File: config.mk
export PLATFORM = sky130hd
export DESIGN_NAME = ddpd_top
export DESIGN_NICKNAME = d
export VERILOG_FILES = /design/src/rtl/ddpd_pkg.sv /design/src/rtl/ddpd_top.sv
export SDC_FILE = /design/constraint.sdc
export NUM_CORES = 1
export LEC_CHECK = 0
export ABC_AREA = 1
export BUFFER_PORTS_ARGS = -buffer_cell sky130_fd_sc_hd__buf_2
export CAP_MARGIN = 20
export CORE_ASPECT_RATIO = 0.5
export CORE_MARGIN = 2
export CORE_UTILIZATION = 30
export DETAILED_ROUTE_END_ITERATION = 10
export PLACE_DENSITY = 0.57
export SYNTH_ARGS = -nofsm -noshare
export SYNTH_HDL_FRONTEND = slang
export SYNTH_SLANG_ARGS = --single-unit
File: constraint.sdc
create_clock -name clock -period 2.4 [get_ports clock]
set_clock_uncertainty 0.1 [all_clocks]
set_input_delay 0.24 -clock clock [delete_from_list [all_inputs] [get_ports clock]]
set_output_delay 0.24 -clock clock [all_outputs]
set_load 0.005 [all_outputs]
File: src/rtl/ddpd_pkg.sv
// Constants for the dual DAC power-down serial load block
package ddpd_pkg;
  localparam int          WORD_BITS      = 16;
  localparam int          CNT_W          = 5;
  localparam logic [4:0]  FRAME_BITS     = 5'h10;
  localparam int          POS_CHAN       = 15;
  localparam int          POS_GAIN       = 14;
  localparam int          POS_PWRDN_HI   = 13;
  localparam int          POS_PWRDN_LO   = 12;
  localparam int          DATA_BITS      = 12;
  localparam logic [11:0] CODE_RESET     = 12'h000;
  localparam int          CLK_PERIOD_NS  = 10;
  localparam int          EXIT_NS_5V     = 2500;
  localparam int          EXIT_NS_3V     = 5000;
  localparam int          EXIT_CYC_5V    = EXIT_NS_5V / CLK_PERIOD_NS;
  localparam int          EXIT_CYC_3V    = EXIT_NS_3V / CLK_PERIOD_NS;
  localparam int          EXIT_W         = 13;
  typedef enum logic [1:0] {
    DDPD_MODE_NORMAL = 2'h0,
    DDPD_MODE_1K     = 2'h1,
    DDPD_MODE_100K   = 2'h2,
    DDPD_MODE_HIZ    = 2'h3
  } ddpd_mode_t;
endpackage

File: src/rtl/ddpd_top.sv
// Dual DAC power-down control with 16-bit serial load
// Overview of operation
// - Mode change affects only the addressed channel
// - Mode select bits are word bits 13,12
// - 00 normal, 01 1k, 10 100k, 11 hi-z
// - Powered-down output switched to chosen termination
// - Registers keep contents during power-down
// - Output valid after 2.5 or 5 us
// - Low power-down pin forces both hi-z
// - Word bit 15 selects channel A/B
// - Shift 16 falling edges, ignore extras
// - Early frame end aborts, nothing changes
// - Reset: normal mode, code, gain and mode registers zero
`timescale 1ns/1ps
module ddpd_top
  import ddpd_pkg::*;
#(
  parameter int EXIT_CYC_HI = EXIT_CYC_5V,
  parameter int EXIT_CYC_LO = EXIT_CYC_3V
) (
  input  wire logic                 clock,
  input  wire logic                 srst,
  input  wire logic                 frame_n,
  input  wire logic                 sclk,
  input  wire logic                 din,
  input  wire logic                 hw_powerdown_n,
  input  wire logic                 output_load_n,
  input  wire logic                 low_supply,
  output logic      [DATA_BITS-1:0] dac_code_a,
  output logic      [DATA_BITS-1:0] dac_code_b,
  output logic                      gain_a,
  output logic                      gain_b,
  output logic      [1:0]           term_a,
  output logic      [1:0]           term_b,
  output logic                      amp_on_a,
  output logic                      amp_on_b,
  output logic                      out_valid_a,
  output logic                      out_valid_b
);

  // Pin synchronisers: three stages, stage 2 and 3 must agree for all pins but din
  logic [2:0] frame_s_reg, sclk_s_reg, din_s_reg, pwrdn_s_reg, ld_s_reg;
  logic       frame_reg, sclk_reg, pwrdn_reg, ld_reg;

  always_ff @(posedge clock) begin
    if (srst) begin
      frame_s_reg <= 3'h7;
      sclk_s_reg  <= 3'h0;
      din_s_reg   <= 3'h0;
      pwrdn_s_reg <= 3'h7;
      ld_s_reg    <= 3'h7;
    end else begin
      frame_s_reg <= {frame_s_reg[1:0], frame_n};
      sclk_s_reg  <= {sclk_s_reg[1:0], sclk};
      din_s_reg   <= {din_s_reg[1:0], din};
      pwrdn_s_reg <= {pwrdn_s_reg[1:0], hw_powerdown_n};
      ld_s_reg    <= {ld_s_reg[1:0], output_load_n};
    end
  end

  function automatic logic settle(input logic [2:0] s, input logic old);
    settle = (s[1] == s[2]) ? s[2] : old;
  endfunction

  always_ff @(posedge clock) begin
    if (srst) begin
      frame_reg <= 1'b1;
      sclk_reg  <= 1'b0;
      pwrdn_reg <= 1'b1;
      ld_reg    <= 1'b1;
    end else begin
      frame_reg <= settle(frame_s_reg, frame_reg);
      sclk_reg  <= settle(sclk_s_reg, sclk_reg);
      pwrdn_reg <= settle(pwrdn_s_reg, pwrdn_reg);
      ld_reg    <= settle(ld_s_reg, ld_reg);
    end
  end

  wire frame_next = settle(frame_s_reg, frame_reg);
  wire sclk_next  = settle(sclk_s_reg, sclk_reg);
  wire sclk_fall  = sclk_reg & ~sclk_next;
  // Data sampled at the same stage as the clock decision
  wire din_bit    = din_s_reg[2];

  // Serial shifter
  logic [WORD_BITS-1:0] shift_reg;
  logic [CNT_W-1:0]     count_reg;
  logic                 done_reg;

  wire active   = ~frame_reg & ~frame_next;
  wire take_bit = active & sclk_fall & (count_reg < FRAME_BITS);
  wire complete = take_bit & (count_reg == FRAME_BITS - 5'h01);

  always_ff @(posedge clock) begin
    if (srst | frame_reg) begin
      // Frame high clears the count, so a short frame loads nothing
      count_reg <= '0;
      shift_reg <= '0;
    end else if (take_bit) begin
      count_reg <= count_reg + 5'h01;
      shift_reg <= {shift_reg[WORD_BITS-2:0], din_bit};
    end
  end

  always_ff @(posedge clock) begin
    if (srst) done_reg <= 1'b0;
    else      done_reg <= complete;
  end

  // Field decode of the completed word
  wire                 word_chan = shift_reg[POS_CHAN];
  wire                 word_gain = shift_reg[POS_GAIN];
  wire ddpd_mode_t     word_mode = ddpd_mode_t'({shift_reg[POS_PWRDN_HI], shift_reg[POS_PWRDN_LO]});
  wire [DATA_BITS-1:0] word_code = shift_reg[DATA_BITS-1:0];
  wire                 wr_a      = done_reg & ~word_chan;
  wire                 wr_b      = done_reg & word_chan;

  // Input registers, modes and DAC registers
  logic [DATA_BITS-1:0] in_a_reg, in_b_reg;
  logic                 gin_a_reg, gin_b_reg, fresh_a_reg, fresh_b_reg;
  ddpd_mode_t           mode_a_reg, mode_b_reg;

  wire load_a  = ~ld_reg & fresh_a_reg;
  wire load_b  = ~ld_reg & fresh_b_reg;

  always_ff @(posedge clock) begin
    if (srst) begin
      in_a_reg    <= CODE_RESET;
      in_b_reg    <= CODE_RESET;
      gin_a_reg   <= 1'b0;
      gin_b_reg   <= 1'b0;
      mode_a_reg  <= DDPD_MODE_NORMAL;
      mode_b_reg  <= DDPD_MODE_NORMAL;
      fresh_a_reg <= 1'b0;
      fresh_b_reg <= 1'b0;
    end else begin
      // Only the addressed channel changes; power-down never clears codes
      if (wr_a) begin
        in_a_reg   <= word_code;
        gin_a_reg  <= word_gain;
        mode_a_reg <= word_mode;
      end
      if (wr_b) begin
        in_b_reg   <= word_code;
        gin_b_reg  <= word_gain;
        mode_b_reg <= word_mode;
      end
      // New write wins over the transfer-clear in the same cycle
      fresh_a_reg <= wr_a | (fresh_a_reg & ~load_a);
      fresh_b_reg <= wr_b | (fresh_b_reg & ~load_b);
    end
  end

  always_ff @(posedge clock) begin
    if (srst) begin
      dac_code_a <= CODE_RESET;
      dac_code_b <= CODE_RESET;
      gain_a     <= 1'b0;
      gain_b     <= 1'b0;
    end else begin
      if (load_a) begin
        dac_code_a <= in_a_reg;
        gain_a     <= gin_a_reg;
      end
      if (load_b) begin
        dac_code_b <= in_b_reg;
        gain_b     <= gin_b_reg;
      end
    end
  end

  // Effective termination; pin overrides software modes
  wire ddpd_mode_t eff_a = ~pwrdn_reg ? DDPD_MODE_HIZ : mode_a_reg;
  wire ddpd_mode_t eff_b = ~pwrdn_reg ? DDPD_MODE_HIZ : mode_b_reg;
  wire             on_a  = (eff_a == DDPD_MODE_NORMAL);
  wire             on_b  = (eff_b == DDPD_MODE_NORMAL);
  wire [EXIT_W-1:0] exit_len = low_supply ? EXIT_W'(EXIT_CYC_LO) : EXIT_W'(EXIT_CYC_HI);

  logic [EXIT_W-1:0] wait_a_reg, wait_b_reg;

  always_ff @(posedge clock) begin
    if (srst) begin
      term_a     <= DDPD_MODE_NORMAL;
      term_b     <= DDPD_MODE_NORMAL;
      amp_on_a   <= 1'b1;
      amp_on_b   <= 1'b1;
      wait_a_reg <= '0;
      wait_b_reg <= '0;
    end else begin
      term_a   <= eff_a;
      term_b   <= eff_b;
      amp_on_a <= on_a;
      amp_on_b <= on_b;
      // Counter reloads on every powered-down cycle
      wait_a_reg <= !on_a ? exit_len : (wait_a_reg != '0 ? wait_a_reg - 1'b1 : '0);
      wait_b_reg <= !on_b ? exit_len : (wait_b_reg != '0 ? wait_b_reg - 1'b1 : '0);
    end
  end

  always_ff @(posedge clock) begin
    if (srst) begin
      out_valid_a <= 1'b1;
      out_valid_b <= 1'b1;
    end else begin
      out_valid_a <= on_a & (wait_a_reg == '0);
      out_valid_b <= on_b & (wait_b_reg == '0);
    end
  end

  // Assertions
  chk_pin_forces_hiz: assert property (@(posedge clock) disable iff (srst)
    !pwrdn_reg |=> (term_a == DDPD_MODE_HIZ) && (term_b == DDPD_MODE_HIZ) && !amp_on_a && !amp_on_b)
    else $error("power-down pin did not force hi-z");
  chk_other_chan_kept: assert property (@(posedge clock) disable iff (srst)
    wr_a |=> mode_b_reg == $past(mode_b_reg))
    else $error("channel B mode changed on A write");
  chk_mode_latched: assert property (@(posedge clock) disable iff (srst)
    wr_b |=> mode_b_reg == ddpd_mode_t'({$past(shift_reg[POS_PWRDN_HI]), $past(shift_reg[POS_PWRDN_LO])}))
    else $error("mode not latched from bits 13,12");
  chk_code_held: assert property (@(posedge clock) disable iff (srst)
    !wr_a |=> in_a_reg == $past(in_a_reg))
    else $error("input register changed without write");
  chk_short_aborts: assert property (@(posedge clock) disable iff (srst)
    frame_reg |-> !done_reg ##1 !done_reg)
    else $error("load after early frame end");
  chk_count_limit: assert property (@(posedge clock) disable iff (srst)
    count_reg <= FRAME_BITS)
    else $error("bit count passed sixteen");
  chk_exit_delay: assert property (@(posedge clock) disable iff (srst)
    (!on_a ##1 on_a) |=> !out_valid_a [*8])
    else $error("output valid too soon after power-down exit");
  chk_term_decode: assert property (@(posedge clock) disable iff (srst)
    pwrdn_reg |=> (term_b == $past(mode_b_reg)) && (amp_on_b == ($past(mode_b_reg) == DDPD_MODE_NORMAL)))
    else $error("termination disagrees with latched mode");
  chk_chan_select: assert property (@(posedge clock) disable iff (srst)
    done_reg && !shift_reg[POS_CHAN] |=> in_a_reg == $past(shift_reg[DATA_BITS-1:0]))
    else $error("channel A not written when bit 15 clear");

endmodule // ddpd_top
==> summary.txt <==
Clock network
  – Num CTS Buffers: 17
  – Clock sink total: 133
  – Latest clock arrival within the worst-skew pair: 410 ps
  – CTS root buf: clkbuf_16
  – Postcts setup bufs: 0
  – H-tree depth: 4
  – Clock slew at reported path FFs: 60 ps
  – Clk buf depth: 2
  – CTS tree: built

Global route
  – Pin count of the biggest net entering global routing: 71
  – GRT overflow: 0
  – First-pass GRT wire length: 17,300 um
  – Global Route Usage Sum: 0.127
  – Number of global-route vias before repair: 3,749
  – Initial antenna violation count: 0

Synth
  – Largest family of logic cells by synthesized area: simple AND/OR/NAND/NOR gates
  – Syn Std Cell Area: 4880 um^2
  – Xor/xnor share of the synthesized area: 0.0215
  – Post-synth cell types: 28
  – Top cells by area, synth: dfxtp_1 (55%), nor2_1 (15%), o21ai_0 (7.6%)
  – Synth top area share: 0.545
  – Synthesized-area fraction occupied by adder cells: 0.0103
  – Syn_area_per_cell: 7.80 um^2
  – Compound-Gate Fraction of Synth Area: 0.121
  – Seq cells post-synth: 133
  – Synth Warn #: 0
  – Leading area contributor after synthesis: dfxtp_1
  – Syn Nets: 638
  – Multiplexer share of the synthesized area: 0
  – Sequential area share after synthesis: 0.545
  – Synth Instances: 626
  – Synth Area in Simple Gates: 0.247

Final layout
  – Max reg flops: 16
  – Share of post-route cells with drive strength above 1: 0.156
  – Most common cell after layout, fill and taps aside: nor2_1
  – Nets: 687
  – Area delta synth->final: 23.6%
  – Most frequent cells in the layout: nor2_1 (189), dfxtp_1 (133), o21ai_0 (74)
  – ANT cells: 0

Floorplan
  – Die ar.: 17,400 um^2
  – Core area: 15,700 um^2
  – # rows: 32
  – Initial Util: 0.312
  – Die Y: 94.2 um
  – Die Span X: 184 um
  – Top-Level Pins: 42

Critical path
  – R2R Path Start: count_reg[4]$_SDFFE_PP0P_
  – Critical-path maximum fanout: 24
  – Critical setup path kind: reg2reg
  – R2r setup slk: 770 ps
  – CP required: 2640 ps
  – Reg2reg path depth: 7
  – Crit path from: count_reg[4]$_SDFFE_PP0P_
  – CP startpoint kind: flop
  – RR Endpoint: shift_reg[6]$_SDFFE_PP0P_
  – Crit path to: shift_reg[6]$_SDFFE_PP0P_
  – CP Capture Type: flop
  – CP arrival: 1870 ps

Run status
  – Status: completed

STA
  – Final worst-path cycle share: 0.680
  – Setup TNS: 0 ps
  – RSZ-0062 raised after global routing: false
  – Max-slew violations: 0
  – Final hold vios: 0
  – Hold_ws: 141 ps
  – Final setup violation count: 0
  – Worst Max-Slew Pin Slew: 608 ps
  – Final Worst Setup Slack: 769 ps
  – Tmin final: 1630 ps
  – Slew headroom: 0.595
  – Fmax: 613 MHz

Place
  – Hpwl dp: 6530 um
  – Port Buffers: 41
  – Gp weighted congestion: 0.801
  – Place WS: 789 ps

Route
  – Via Count: 3,932
  – DR DRC count: 0
  – Vias/cell: 4.33
  – Length of routed wiring on met1: 4970 um
  – Routed WL: 9890 um
  – Antenna-violating nets left: 0
  – Initial detailed-routing violation count: 246
  – Router iterations before antenna repair: 4
  – DR WL/cell: 10.9 um
  – Met2 wire len: 4300 um
  – Top sig layer: met4
  – Met3 WL: 431 um

Power
  – P_leak: 0.00260 uW
  – Peak VDD IR: 0.432 mV
  – Pwr Density: 1070 nW/um^2
  – PnR Total Power: 6440 uW

Worst hold path
  – Hold_sp: srst
  – HP Class: in2reg

Flow run
  – Total of max-cap violations: 0
[cells in the mapped netlist, drive strengths merged]
cell and instances:
o21ai 85, buf 8, inv 46, ha 4, nand3 18, a31oi 1, nor3 6, nor2 196
or2 7, nand2 68, clkbuf 14, a21oi 27, xor2 9, nand3b 1, dfxtp 133, xnor2 3
[kinds of logic (layout without fill, tap and decap cells)]
logic type | Yosys count | after routing
AO/OA/AOI/OAI | 113 | 113
XOR/XNOR | 12 | 12
adder cells (fa/ha/maj) | 4 | 4
buffers and inverters | 68 | 130
flip-flops | 133 | 133
AND/OR/NAND/NOR | 296 | 296
[power by group]
part           total (uW)  switching, uW  internal [uW]
logic                1070            654            414
registers            2480            110           2370
clock network        2890            965           1930
total                6440           1730           4710
[worst max-delay path, cell delays in order, from the launching register on]
cell and delay (ps):
dfxtp_1 320, nor2_1 100, nand2_1 50, nor2_1 110, nand2_2 270, inv_2 360
nand2_1 100, a21oi_1 140
[worst min path at each step]
stage | to | slack [ps] | cells past startpoint
after floorplan | frame_s_reg[0]$_SDFF_PP1_ | 240 | 1
after global placement | din_s_reg[1]$_SDFF_PP0_ | 290 | 2
after detailed placement | din_s_reg[1]$_SDFF_PP0_ | 290 | 2
after CTS | count_reg[3]$_SDFFE_PP0P_ | 140 | 4
after global routing | count_reg[3]$_SDFFE_PP0P_ | 170 | 4
final | count_reg[3]$_SDFFE_PP0P_ | 140 | 4
[layout make-up]
class	instances	area, um^2
clock inverter	12	199
multi-input combinational	425	1950
tap	221	277
inverter	46	173
timing repair buffer	52	303
fill	1640	9620
sequential	133	2660
clock buffer	20	467
[layer usage]
layer / vias to the layer above / GRT usage
met5: - / 0
met4: 0 / 0.0673
met3: 16 / 0.0345
met2: 54 / 0.201
met1: 1778 / 0.158
li1: 2084 / -
[through the flow]
stage | area, um^2 | utilization | instances
after floorplan | 4880 | - | 626
after global placement | 5310 | 0.339 | 871
after detailed placement | 5310 | 0.339 | 871
after CTS | 6030 | 0.385 | 909
after global routing | 6030 | 0.385 | 909
final | 6030 | 0.385 | 909
[what timing repair did]
action | in CTS | in global routing
resized for setup | 0 | 0
hold buffers | 6 | 0
endpoints found under the hold margin | 6 | 0
Power figures use the tool's default switching activity.
